<file path="src/synth_ctl_pkg.sv">
package synth_ctl_pkg;

	// bus register offsets (byte addresses)
	localparam logic [7:0] CTRL_OFFS = 8'h00;
	localparam logic [7:0] CMD_OFFS = 8'h04;
	localparam logic [7:0] STATUS_OFFS = 8'h08;
	localparam logic [7:0] ACC_LO_OFFS = 8'h0c;
	localparam logic [7:0] ACC_HI_OFFS = 8'h10;
	localparam logic [7:0] PHASE_OFFS = 8'h14;

	// control register fields
	localparam int MODE_LSB = 0;
	localparam int UPD_DIR_BIT = 3;
	localparam int OSK_EN_BIT = 4;
	localparam int RATE_LSB = 8;
	localparam logic [31:0] CTRL_WMASK = 32'h0000_ff1f;
	localparam logic [31:0] CTRL_RESET = 32'h0000_0100;

	// operating mode field encodings
	typedef enum logic [2:0] {
		MODE_SINGLE = 3'h0,
		MODE_FSK = 3'h1,
		MODE_RAMP_FSK = 3'h2,
		MODE_CHIRP = 3'h3,
		MODE_BPSK = 3'h4
	} op_mode_e;

	// programming register byte map
	localparam int NUM_PROG_BYTES = 64;
	localparam int PHASE1_BYTE = 0;
	localparam int PHASE2_BYTE = 2;
	localparam int FREQ1_BYTE = 4;
	localparam int FREQ2_BYTE = 10;
	localparam int DELTA_BYTE = 16;
	typedef logic [7:0] prog_t [NUM_PROG_BYTES];

	// serial transfer framing
	localparam logic [4:0] SER_INSTR_LAST = 5'h07;
	localparam logic [4:0] SER_DATA_FIRST = 5'h08;
	localparam logic [4:0] SER_DATA_LAST = 5'h0f;
	localparam int SER_READ_BIT = 7;

	// update strobe output pulse length in system clock cycles
	localparam logic [3:0] UPD_PULSE_CYCLES = 4'h8;

	localparam logic [11:0] AMP_FULL = 12'hfff;
	localparam logic [11:0] AMP_ZERO = 12'h000;
	localparam int SYNC_WIDTH = 20;

endpackage

</file>
<file path="src/pin_sync2.sv">
`timescale 1ns/1ps
module pin_sync2 #(
	parameter int WIDTH = 1
) (
	input wire logic sys_clk, // system clock
	input wire logic srst, // synchronous reset
	input wire logic [WIDTH-1:0] async_in, // pins from outside the clock domain
	output logic [WIDTH-1:0] sync_out // two-stage synchronised copy
);
	logic [WIDTH-1:0] meta_q;
	logic [WIDTH-1:0] meta_d;
	logic [WIDTH-1:0] sync_d;

	always_comb begin
		meta_d = async_in;
		sync_d = meta_q;
	end

	always_ff @(posedge sys_clk) begin
		if (srst) begin
			meta_q <= '0;
			sync_out <= '0;
		end else begin
			meta_q <= meta_d;
			sync_out <= sync_d;
		end
	end
endmodule // pin_sync2

</file>
<file path="src/osk_ramp.sv">
`timescale 1ns/1ps
module osk_ramp (
	input wire logic sys_clk, // system clock
	input wire logic srst, // synchronous reset
	input wire logic enable, // shaped keying enabled
	input wire logic key_high, // synchronised keying pin level
	input wire logic [7:0] rate, // cycles per step minus one
	output logic [11:0] amp_q // cosine amplitude scale
);
	logic [7:0] pre_q;
	logic [7:0] pre_d;
	logic [11:0] amp_d;

	always_comb begin
		pre_d = pre_q;
		amp_d = amp_q;
		if (!enable) begin
			// pin ignored: output stays at full scale
			pre_d = 8'h00;
			amp_d = synth_ctl_pkg::AMP_FULL;
		end else if (pre_q >= rate) begin
			pre_d = 8'h00;
			if (key_high && amp_q != synth_ctl_pkg::AMP_FULL)
				amp_d = amp_q + 12'h001;
			else if (!key_high && amp_q != synth_ctl_pkg::AMP_ZERO)
				amp_d = amp_q - 12'h001;
		end else begin
			pre_d = pre_q + 8'h01;
		end
	end

	always_ff @(posedge sys_clk) begin
		if (srst) begin
			pre_q <= 8'h00;
			amp_q <= synth_ctl_pkg::AMP_FULL;
		end else begin
			pre_q <= pre_d;
			amp_q <= amp_d;
		end
	end

	property p_ramp_up;
		@(posedge sys_clk) disable iff (srst)
		enable && $past(enable) && key_high |=> amp_q >= $past(amp_q);
	endproperty
	a_ramp_up: assert property (p_ramp_up) else $error("amplitude fell while keying high");

	property p_ramp_down;
		@(posedge sys_clk) disable iff (srst)
		enable && $past(enable) && !key_high |=> amp_q <= $past(amp_q);
	endproperty
	a_ramp_down: assert property (p_ramp_down) else $error("amplitude rose while keying low");
endmodule // osk_ramp

</file>
<file path="src/synth_control_pin_interface.sv">
`timescale 1ns/1ps
// Behaviour
// - address bit zero, or serial data line
// - update pin direction from control; output after reset
// - input update edge copies buffers to registers
// - output update gives eight-cycle high pulse
// - serial data sampled on serial clock rise
// - write strobe loads buffers; role follows select
// - parallel read strobe returns register contents
// - serial mode: pin is active-low chip select
// - frequency keying: low first, high second word
// - phase keying: low first, high second offset
// - chirp: high holds frequency accumulator
// - chirp: low starts or resumes sweep
// - shaped keying pin ignored unless enabled
// - shaped keying high ramps amplitude up
// - shaped keying low ramps amplitude down
// - select low serial, high parallel
// - serial port reset clears transfer, keeps registers
// - mode field encodings 000 to 100
module synth_control_pin_interface (
	input wire logic sys_clk, // system clock, 100 MHz
	input wire logic srst, // synchronous reset, active high
	input wire logic hsel, // ahb slave select
	input wire logic [31:0] haddr, // ahb address
	input wire logic [1:0] htrans, // ahb transfer type
	input wire logic hwrite, // ahb write
	input wire logic [2:0] hsize, // ahb size, word only
	input wire logic [31:0] hwdata, // ahb write data
	input wire logic hready, // ahb bus ready
	output logic [31:0] hrdata, // ahb read data
	output logic hreadyout, // ahb slave ready
	output logic hresp, // ahb response, always okay
	input wire logic ser_par_select, // low serial, high parallel
	input wire logic [2:0] addr_upper_bits, // address bits 5..3
	input wire logic addr2_serial_port_reset, // address bit 2 or serial reset
	input wire logic addr1_in, // address bit 1
	input wire logic addr0_serial_data_io_in, // address bit 0 or serial data in
	output logic addr0_serial_data_io_out, // serial data out
	output logic addr0_serial_data_io_oe, // serial data drive enable
	input wire logic wr_sclk, // write strobe or serial clock
	input wire logic rd_cs_n, // read strobe or chip select, low active
	input wire logic [7:0] data_bus_in, // parallel data in
	output logic [7:0] data_bus_out, // parallel data out
	output logic data_bus_oe, // parallel data drive enable
	input wire logic register_update_strobe_in, // update clock pin in
	output logic register_update_strobe_out, // update clock pin out
	output logic register_update_strobe_oe, // update clock drive enable
	input wire logic keying_select_hold_pin, // keying select or hold
	input wire logic shaped_keying_pin, // shaped keying level
	output logic [47:0] freq_word_out, // active frequency word
	output logic [13:0] phase_offset_out, // active phase offset
	output logic [11:0] cos_amplitude_out // cosine amplitude scale
);
	logic [19:0] sync_s;
	logic par_s, io_rst_s, sdio_s, wr_s, rd_n_s, upd_s, key_s, osk_s;
	logic [5:0] addr_s;
	logic [7:0] data_s;

	pin_sync2 #(.WIDTH(synth_ctl_pkg::SYNC_WIDTH)) u_sync (
		.sys_clk(sys_clk),
		.srst(srst),
		.async_in({ser_par_select, addr_upper_bits, addr2_serial_port_reset, addr1_in,
			addr0_serial_data_io_in, wr_sclk, rd_cs_n, data_bus_in, register_update_strobe_in,
			keying_select_hold_pin, shaped_keying_pin}),
		.sync_out(sync_s)
	);

	always_comb begin
		par_s = sync_s[19];
		addr_s = sync_s[18:13];
		io_rst_s = sync_s[15];
		sdio_s = sync_s[13];
		wr_s = sync_s[12];
		rd_n_s = sync_s[11];
		data_s = sync_s[10:3];
		upd_s = sync_s[2];
		key_s = sync_s[1];
		osk_s = sync_s[0];
	end

	// bus slave state
	logic pend_q, pend_d, wr_q, wr_d, rdy_d, cmd_upd_q, cmd_upd_d;
	logic [7:0] a_q, a_d;
	logic [31:0] rdata_d, ctrl_q, ctrl_d;
	// port state
	synth_ctl_pkg::prog_t buf_q, buf_d, act_q, act_d;
	logic wr_prev_q, wr_prev_d, upd_prev_q, upd_prev_d;
	logic [4:0] bit_cnt_q, bit_cnt_d;
	logic [7:0] shift_q, shift_d, instr_q, instr_d, byte_in;
	logic sdio_out_d, sdio_oe_d, dbus_oe_d;
	logic [7:0] dbus_out_d;
	logic [3:0] upd_cnt_q, upd_cnt_d;
	logic upd_out_d, upd_oe_d, do_update, wr_rise, sclk_fall, dir_in, osk_en;
	// keying datapath
	logic [47:0] acc_q, acc_d, f1, f2, delta, freq_d;
	logic [13:0] p1, p2, phase_d;
	logic hold;
	synth_ctl_pkg::op_mode_e mode;

	function automatic logic [47:0] word48(synth_ctl_pkg::prog_t r, int b);
		word48 = {r[b], r[b+1], r[b+2], r[b+3], r[b+4], r[b+5]};
	endfunction

	always_comb begin
		pend_d = 1'b0;
		wr_d = wr_q;
		a_d = a_q;
		rdy_d = 1'b1;
		rdata_d = hrdata;
		ctrl_d = ctrl_q;
		cmd_upd_d = 1'b0;
		if (pend_q) begin
			// data phase: one wait state so read data leaves a flip-flop
			if (wr_q) begin
				if (a_q == synth_ctl_pkg::CTRL_OFFS)
					ctrl_d = hwdata & synth_ctl_pkg::CTRL_WMASK;
				else if (a_q == synth_ctl_pkg::CMD_OFFS)
					cmd_upd_d = hwdata[0];
			end else begin
				unique case (a_q)
					synth_ctl_pkg::CTRL_OFFS: rdata_d = ctrl_q;
					synth_ctl_pkg::STATUS_OFFS: rdata_d = {16'h0000, cos_amplitude_out, hold,
						register_update_strobe_out, key_s, par_s};
					synth_ctl_pkg::ACC_LO_OFFS: rdata_d = acc_q[31:0];
					synth_ctl_pkg::ACC_HI_OFFS: rdata_d = {16'h0000, acc_q[47:32]};
					synth_ctl_pkg::PHASE_OFFS: rdata_d = {18'h00000, phase_offset_out};
					default: rdata_d = 32'h0000_0000;
				endcase
			end
		end else if (hsel && htrans[1] && hready) begin
			pend_d = 1'b1;
			rdy_d = 1'b0;
			wr_d = hwrite;
			a_d = {haddr[7:2], 2'b00};
		end
	end

	always_ff @(posedge sys_clk) begin
		if (srst) begin
			pend_q <= 1'b0;
			wr_q <= 1'b0;
			a_q <= 8'h00;
			hreadyout <= 1'b1;
			hrdata <= 32'h0000_0000;
			hresp <= 1'b0;
			ctrl_q <= synth_ctl_pkg::CTRL_RESET;
			cmd_upd_q <= 1'b0;
		end else begin
			pend_q <= pend_d;
			wr_q <= wr_d;
			a_q <= a_d;
			hreadyout <= rdy_d;
			hrdata <= rdata_d;
			hresp <= 1'b0;
			ctrl_q <= ctrl_d;
			cmd_upd_q <= cmd_upd_d;
		end
	end

	always_comb begin
		mode = synth_ctl_pkg::op_mode_e'(ctrl_q[synth_ctl_pkg::MODE_LSB +: 3]);
		dir_in = ctrl_q[synth_ctl_pkg::UPD_DIR_BIT];
		osk_en = ctrl_q[synth_ctl_pkg::OSK_EN_BIT];
		buf_d = buf_q;
		act_d = act_q;
		wr_prev_d = wr_s;
		upd_prev_d = upd_s;
		bit_cnt_d = bit_cnt_q;
		shift_d = shift_q;
		instr_d = instr_q;
		sdio_out_d = addr0_serial_data_io_out;
		sdio_oe_d = addr0_serial_data_io_oe;
		wr_rise = wr_s && !wr_prev_q;
		sclk_fall = !wr_s && wr_prev_q;
		byte_in = {shift_q[6:0], sdio_s};
		// parallel read drives the bus while the strobe is low
		dbus_oe_d = par_s && !rd_n_s;
		dbus_out_d = act_q[addr_s];
		if (par_s) begin
			// parallel: pin 0 is an address bit, never driven
			bit_cnt_d = 5'h00;
			sdio_oe_d = 1'b0;
			if (wr_rise)
				buf_d[addr_s] = data_s;
		end else if (rd_n_s || io_rst_s) begin
			// chip select high or serial reset aborts only the transfer
			bit_cnt_d = 5'h00;
			sdio_oe_d = 1'b0;
		end else begin
			if (wr_rise) begin
				shift_d = byte_in;
				bit_cnt_d = bit_cnt_q + 5'h01;
				if (bit_cnt_q == synth_ctl_pkg::SER_INSTR_LAST) begin
					instr_d = byte_in;
					if (byte_in[synth_ctl_pkg::SER_READ_BIT])
						shift_d = act_q[byte_in[5:0]];
				end else if (bit_cnt_q == synth_ctl_pkg::SER_DATA_LAST) begin
					bit_cnt_d = 5'h00;
					if (!instr_q[synth_ctl_pkg::SER_READ_BIT])
						buf_d[instr_q[5:0]] = byte_in;
				end
			end
			if (sclk_fall) begin
				// read data changes on the falling edge, ahead of the host's sampling rise
				sdio_oe_d = instr_q[synth_ctl_pkg::SER_READ_BIT] && bit_cnt_q >= synth_ctl_pkg::SER_DATA_FIRST;
				sdio_out_d = shift_q[7];
			end
		end
		do_update = dir_in ? (upd_s && !upd_prev_q) : cmd_upd_q;
		if (do_update)
			act_d = buf_q;
		upd_cnt_d = upd_cnt_q;
		if (!dir_in && cmd_upd_q)
			upd_cnt_d = synth_ctl_pkg::UPD_PULSE_CYCLES;
		else if (upd_cnt_q != 4'h0)
			upd_cnt_d = upd_cnt_q - 4'h1;
		upd_out_d = upd_cnt_d != 4'h0 && !dir_in;
		upd_oe_d = !dir_in;
	end

	always_ff @(posedge sys_clk) begin
		if (srst) begin
			for (int i = 0; i < synth_ctl_pkg::NUM_PROG_BYTES; i++) begin
				buf_q[i] <= 8'h00;
				act_q[i] <= 8'h00;
			end
			wr_prev_q <= 1'b0;
			upd_prev_q <= 1'b0;
			bit_cnt_q <= 5'h00;
			shift_q <= 8'h00;
			instr_q <= 8'h00;
			addr0_serial_data_io_out <= 1'b0;
			addr0_serial_data_io_oe <= 1'b0;
			data_bus_out <= 8'h00;
			data_bus_oe <= 1'b0;
			upd_cnt_q <= 4'h0;
			register_update_strobe_out <= 1'b0;
			register_update_strobe_oe <= 1'b1;
		end else begin
			buf_q <= buf_d;
			act_q <= act_d;
			wr_prev_q <= wr_prev_d;
			upd_prev_q <= upd_prev_d;
			bit_cnt_q <= bit_cnt_d;
			shift_q <= shift_d;
			instr_q <= instr_d;
			addr0_serial_data_io_out <= sdio_out_d;
			addr0_serial_data_io_oe <= sdio_oe_d;
			data_bus_out <= dbus_out_d;
			data_bus_oe <= dbus_oe_d;
			upd_cnt_q <= upd_cnt_d;
			register_update_strobe_out <= upd_out_d;
			register_update_strobe_oe <= upd_oe_d;
		end
	end

	always_comb begin
		f1 = word48(act_q, synth_ctl_pkg::FREQ1_BYTE);
		f2 = word48(act_q, synth_ctl_pkg::FREQ2_BYTE);
		delta = word48(act_q, synth_ctl_pkg::DELTA_BYTE);
		p1 = {act_q[synth_ctl_pkg::PHASE1_BYTE][5:0], act_q[synth_ctl_pkg::PHASE1_BYTE+1]};
		p2 = {act_q[synth_ctl_pkg::PHASE2_BYTE][5:0], act_q[synth_ctl_pkg::PHASE2_BYTE+1]};
		hold = mode == synth_ctl_pkg::MODE_CHIRP && key_s;
		acc_d = f1;
		freq_d = f1;
		phase_d = p1;
		unique case (mode)
			synth_ctl_pkg::MODE_FSK, synth_ctl_pkg::MODE_RAMP_FSK: freq_d = key_s ? f2 : f1;
			synth_ctl_pkg::MODE_BPSK: phase_d = key_s ? p2 : p1;
			synth_ctl_pkg::MODE_CHIRP: begin
				// accumulator keeps its place over a hold
				acc_d = hold ? acc_q : acc_q + delta;
				freq_d = acc_q;
			end
			default: freq_d = f1;
		endcase
	end

	always_ff @(posedge sys_clk) begin
		if (srst) begin
			acc_q <= 48'h0000_0000_0000;
			freq_word_out <= 48'h0000_0000_0000;
			phase_offset_out <= 14'h0000;
		end else begin
			acc_q <= acc_d;
			freq_word_out <= freq_d;
			phase_offset_out <= phase_d;
		end
	end

	osk_ramp u_ramp (
		.sys_clk(sys_clk),
		.srst(srst),
		.enable(osk_en),
		.key_high(osk_s),
		.rate(ctrl_q[synth_ctl_pkg::RATE_LSB +: 8]),
		.amp_q(cos_amplitude_out)
	);

	property p_upd_pulse;
		@(posedge sys_clk) disable iff (srst)
		$rose(register_update_strobe_out) && !dir_in && !cmd_upd_q |-> register_update_strobe_out[*8];
	endproperty
	a_upd_pulse: assert property (p_upd_pulse) else $error("update pulse shorter than eight cycles");

	property p_upd_end;
		@(posedge sys_clk) disable iff (srst)
		!dir_in && cmd_upd_q ##1 !cmd_upd_q [*8] |=> !register_update_strobe_out;
	endproperty
	a_upd_end: assert property (p_upd_end) else $error("update pulse longer than eight cycles");

	property p_upd_dir;
		@(posedge sys_clk) disable iff (srst)
		$changed(dir_in) |=> register_update_strobe_oe == !$past(dir_in);
	endproperty
	a_upd_dir: assert property (p_upd_dir) else $error("update pin direction does not follow control");

	property p_upd_copy;
		@(posedge sys_clk) disable iff (srst)
		dir_in && upd_s && !upd_prev_q |=> act_q[synth_ctl_pkg::FREQ1_BYTE] == $past(buf_q[synth_ctl_pkg::FREQ1_BYTE]);
	endproperty
	a_upd_copy: assert property (p_upd_copy) else $error("update edge did not copy buffers");

	property p_fsk_sel;
		@(posedge sys_clk) disable iff (srst)
		mode == synth_ctl_pkg::MODE_FSK |=> freq_word_out == ($past(key_s) ? $past(f2) : $past(f1));
	endproperty
	a_fsk_sel: assert property (p_fsk_sel) else $error("frequency word does not follow keying pin");

	property p_bpsk_sel;
		@(posedge sys_clk) disable iff (srst)
		mode == synth_ctl_pkg::MODE_BPSK |=> phase_offset_out == ($past(key_s) ? $past(p2) : $past(p1));
	endproperty
	a_bpsk_sel: assert property (p_bpsk_sel) else $error("phase offset does not follow keying pin");

	property p_hold;
		@(posedge sys_clk) disable iff (srst)
		mode == synth_ctl_pkg::MODE_CHIRP && key_s |=> $stable(acc_q);
	endproperty
	a_hold: assert property (p_hold) else $error("accumulator moved during hold");

	property p_sweep;
		@(posedge sys_clk) disable iff (srst)
		mode == synth_ctl_pkg::MODE_CHIRP && !key_s |=> acc_q == 48'($past(acc_q) + $past(delta));
	endproperty
	a_sweep: assert property (p_sweep) else $error("accumulator did not advance");

	property p_par_read;
		@(posedge sys_clk) disable iff (srst)
		par_s && !rd_n_s |=> data_bus_oe && data_bus_out == $past(act_q[addr_s]);
	endproperty
	a_par_read: assert property (p_par_read) else $error("parallel read did not drive register data");

	property p_par_sdio;
		@(posedge sys_clk) disable iff (srst)
		par_s |=> !addr0_serial_data_io_oe;
	endproperty
	a_par_sdio: assert property (p_par_sdio) else $error("address pin driven in parallel mode");

	property p_single;
		@(posedge sys_clk) disable iff (srst)
		mode == synth_ctl_pkg::MODE_SINGLE |=> freq_word_out == $past(f1) && phase_offset_out == $past(p1);
	endproperty
	a_single: assert property (p_single) else $error("keying pin acted in single-tone mode");

	property p_osk_off;
		@(posedge sys_clk) disable iff (srst)
		!osk_en |=> cos_amplitude_out == synth_ctl_pkg::AMP_FULL;
	endproperty
	a_osk_off: assert property (p_osk_off) else $error("amplitude moved with shaped keying disabled");

	c_upd_pulse: cover property (@(posedge sys_clk) disable iff (srst) $rose(register_update_strobe_out));
	c_hold: cover property (@(posedge sys_clk) disable iff (srst) hold ##1 !hold);
	c_par_write: cover property (@(posedge sys_clk) disable iff (srst) par_s && wr_rise);
	c_ser_read: cover property (@(posedge sys_clk) disable iff (srst) $rose(addr0_serial_data_io_oe));
endmodule // synth_control_pin_interface

</file>
<file path="config.mk">
export PLATFORM = sky130hd
export DESIGN_NAME = synth_control_pin_interface
export DESIGN_NICKNAME = d
export VERILOG_FILES = /design/src/synth_ctl_pkg.sv /design/src/pin_sync2.sv /design/src/osk_ramp.sv /design/src/synth_control_pin_interface.sv
export SDC_FILE = /design/constraint.sdc
export NUM_CORES = 2
export LEC_CHECK = 0
export CORE_MARGIN = 4
export CORE_UTILIZATION = 45
export DETAILED_ROUTE_END_ITERATION = 12
export DONT_BUFFER_PORTS = 1
export GPL_TIMING_DRIVEN = 1
export PLACE_DENSITY = 0.62
export SETUP_SLACK_MARGIN = 0.1
export SYNTH_ARGS = -nofsm -noshare
export SYNTH_HDL_FRONTEND = slang
export SYNTH_HIERARCHICAL = 1
export SYNTH_SLANG_ARGS = --single-unit
export TNS_END_PERCENT = 5
</file>
<file path="constraint.sdc">
create_clock -name sys_clk -period 4.4 [get_ports sys_clk]
set_input_delay 0.66 -clock sys_clk [delete_from_list [all_inputs] [get_ports sys_clk]]
set_output_delay 0.66 -clock sys_clk [all_outputs]
set_load 0.01 [all_outputs]
</file>
==> reports/metrics.yaml <==
floorplanning:
  floorplan.initialDensity: 0.455
  top_level_ports: 215
  die_h_um: 382
  dieArea_sq_mm: 0.146
  floorplan.rows: 136
  placeableCoreArea_sq_mm: 0.138
  die_w_um: 382
grt:
  grt_max_degree: 1244
  grt.total_usage: 0.322
  gr-total-overflow: 0
  via_count_of_the_first_global_routing_pass: 51200
  number_of_antenna_violations_at_the_first_check_in_global_routing: 12
  grt_first_pass_wirelength_mm: 353
cells_and_area:
  postLayoutCellArea_sq_mm: 0.0694
  layout.cells.most_common: "dfxtp_1"
  drive_gt1_frac: 0.133
  design.final.nets: 6986
  mostFrequentLayoutCells: "dfxtp_1 (1,280), nand2_1 (1,148), nor2_1 (830)"
  syn2layout_area_growth_pct: 10.5
  postLayoutCoreUtil: 0.503
cts:
  clk_root_buffer_cell: "clkbuf_16"
  cts_made_buffers: 143
  clock-sinks: 1288
  clock_latency_ns: 0.80
  h_tree_level_count: 4
  clk_transition_reported_paths_ns: 0.06
  cts_tree: "yes"
  maximum_buffer_depth_of_the_clock_tree: 3
drt:
  ant_nets: 0
  detail_route.wl_per_cell_um: 27.7
  router_iterations_before_antenna_repair: 9
  drc_markers: 0
  routed_wl_mm: 244
  route.detailed.vias_per_inst: 6.36
  detailroute.via_count: 56000
  drt_iter0_markers: 7023
pwr:
  vdd.ir_drop.worst_mv: 0.293
  power.density_cell_area_mw_per_mm2: 360
  static-leakage-power_nw: 20.6
critical_path:
  ordered_list_of_cells_on_the_worst_path: "ha_1 -> a21oi_1 -> o211a_1 -> o31ai_1 -> a2111oi_0 -> o2bb2ai_1 -> a21oi_1 -> o21ai_0 -> xnor2_1 -> o22ai_1"
  crit_fanout: 9
  timing.setup.critical_path_class: "flip-flop to flip-flop"
  worstSetupEndpointType: "flip-flop"
  timing.critical_path.mode_cell: "a21oi_1"
  crit_path_top_delay_cell: "dfxtp_1"
  path_buf_inv: 0
  critical_path_arrival_ns: 4.30
  crit_start_category: "flip-flop"
  timing.critical_path.required_ns: 5.05
  largest_incremental_delay_on_the_critical_path_ns: 0.64
  cp_top_family: "compound AO/OA/AOI/OAI gates"
sta:
  fin_setup_tns_ns: 0
  final.min_clock_period_ns: 3.65
  timing.final.setup_violations: 0
  rsz_0062_raised_after_global_routing: "no"
  timing.fmax_mhz: 274
  fraction_of_the_cycle_the_final_worst_path_needs: 0.830
  max_slew.worst_pin.slew_ns: 1.34
  maxSlewViolCount: 0
  hold_viol: 0
  maxSlewHeadroom: 0.106
  timing.clock.skew_ns: 0.0431
synthesis:
  synth_largest_type_area_fraction: 0.411
  synth-edff-count: 0
  post_synthesis_register_bit_count: 1288
  post_synth_instance_area_sq_mm: 0.0628
  synthesis.yosys.warnings: 6
  synthesis.instances: 7122
  synthesis.nets: 7286
  postSynth.topFlopCell: "dfxtp_1"
  yosys-top-cells-area: "dfxtp_1 (41%), mux4_2 (10%), nand2_1 (6.9%), a22oi_1 (6.4%), a211oi_1 (6.3%)"
  syn_avg_cell_area_sq_um: 8.82
  synth_largest_area_cell: "dfxtp_1"
  synth.distinct_cells: 76
  synth-seq-area-share: 0.411
  synth-async-reset-ratio: 0
hold_path:
  hold_path.class: "input port to flip-flop"
place:
  dp.final_hpwl_mm: 160
  place.gp.congestion: 0.971
  place_area_sq_mm: 0.0639
  port_buffers: 0
outcome:
  result_of_the_run: "completed"
flow_run:
  max-cap-violations: 0
-- worst register-to-register path, cell delays in order (launching register included) --
cell	delay, ns
dfxtp_1	0.64
ha_1	0.44
a21oi_1	0.26
o211a_1	0.19
o31ai_1	0.11
a2111oi_0	0.64
o2bb2ai_1	0.12
a21oi_1	0.52
o21ai_0	0.27
xnor2_1	0.20
o22ai_1	0.09
-- per-stage QoR --
stage	hold slack, ns	total power [mW]	cells	setup slack (ns)
final	0.0432	25.0	8795	0.749
after global routing	0.0526	25.6	8791	0.658
after floorplan	0.414	12.6	7122	1.16
after CTS	0.00229	24.9	8785	0.869
after global placement	0.417	12.7	8486	0.917
after detailed placement	0.420	12.7	8486	0.877
-- routing by layer --
layer,part of all wire,wire length [um],up-vias,track usage
li1,-,-,25400,-
met1,0.41,99700,27000,0.445
met2,0.42,104000,3063,0.471
met3,0.11,27500,577,0.0810
met4,0.054,13100,8,0.151
met5,0.00023,55,-,0
-- cells in the mapped netlist (all sizes together) (3+ instances only) --
cell     number
dfxtp      1288
xnor2        32
o2111ai       3
inv          33
clkbuf      481
o21ai        80
xor2         26
and2         15
a41oi         3
or2           7
mux2         49
nor4         10
o211ai       19
nand3b       20
o21a         11
nor2        952
a21boi        3
a311oi        3
a211oi      529
buf         176
a31o          4
o2bb2ai       3
a2111oi       5
ha           68
or3b          4
nand2b       18
a222oi       48
o31ai         4
a21oi       714
nand3        49
o22ai        49
o221ai       13
mux4        278
nor3         98
or3          11
a22oi       536
a31oi         7
nand2      1149
nor2b        62
a21o         34
o21bai       14
mux2i       153
nand4        17
a211o         3
and3         23
-- registers in the layout, indices dropped and copies added, names as in the netlist, 12 cells and up --
register	cells
u_sync/meta_q	20
buf_q	512
hrdata	32
u_ramp/amp_q	12
phase_offset_out	14
ctrl_q	13
acc_q	48
u_sync/sync_out	20
freq_word_out	48
act_q	512
-- cell families (layout without fill, tap and decap cells) --
group                    count (synthesis)  in the layout  synth area share
XOR/XNOR                                58             58           0.00809
buffers and inverters                  690            496            0.0481
adder cells (fa/ha/maj)                 70             70            0.0142
multiplexers                           480            480             0.133
AND/OR/NAND/NOR                       2438           2438             0.165
AO/OA/AOI/OAI                         2097           2097             0.221
flip-flops                            1288           1288             0.411
other                                    1              5         0.0000597
-- where the power goes --
part	switching (mW)	total [mW]	internal, mW
clock	5.22	12.3	7.10
sequential	0.0991	11.8	11.7
combinational	0.612	0.883	0.270
-- final timing paths --
kind                           startpoint                      end  slack, ns  cells after the start
hold / removal                 hwdata[10]  ctrl_q[10]$_SDFFE_PP0P_       0.04                      2
setup reg to reg  act_q[359]$_SDFFE_PP0P_   acc_q[46]$_SDFFE_PP0P_       0.75                     10
hold reg to reg   buf_q[281]$_SDFFE_PP0P_  act_q[281]$_SDFFE_PP0P_       0.43                      2
setup / recovery  act_q[359]$_SDFFE_PP0P_   acc_q[46]$_SDFFE_PP0P_       0.75                     10
-- area by class of cell --
type,count,area [sq um]
diodes,4,10.0
clock inverters,57,754
flip-flops and latches,1288,25800
repair buffers,212,2200
well taps,1863,2330
multi-input cells,5144,34100
fillers,12900,68600
inverters,33,124
clock buffers,194,4040
-- what timing repair did --
item	CTS	global route
endpoints found under the hold margin	47	24
resized for setup	0	0
buffers inserted	0	0
hold buffers	48	1
(Power assumes the default switching activity.)
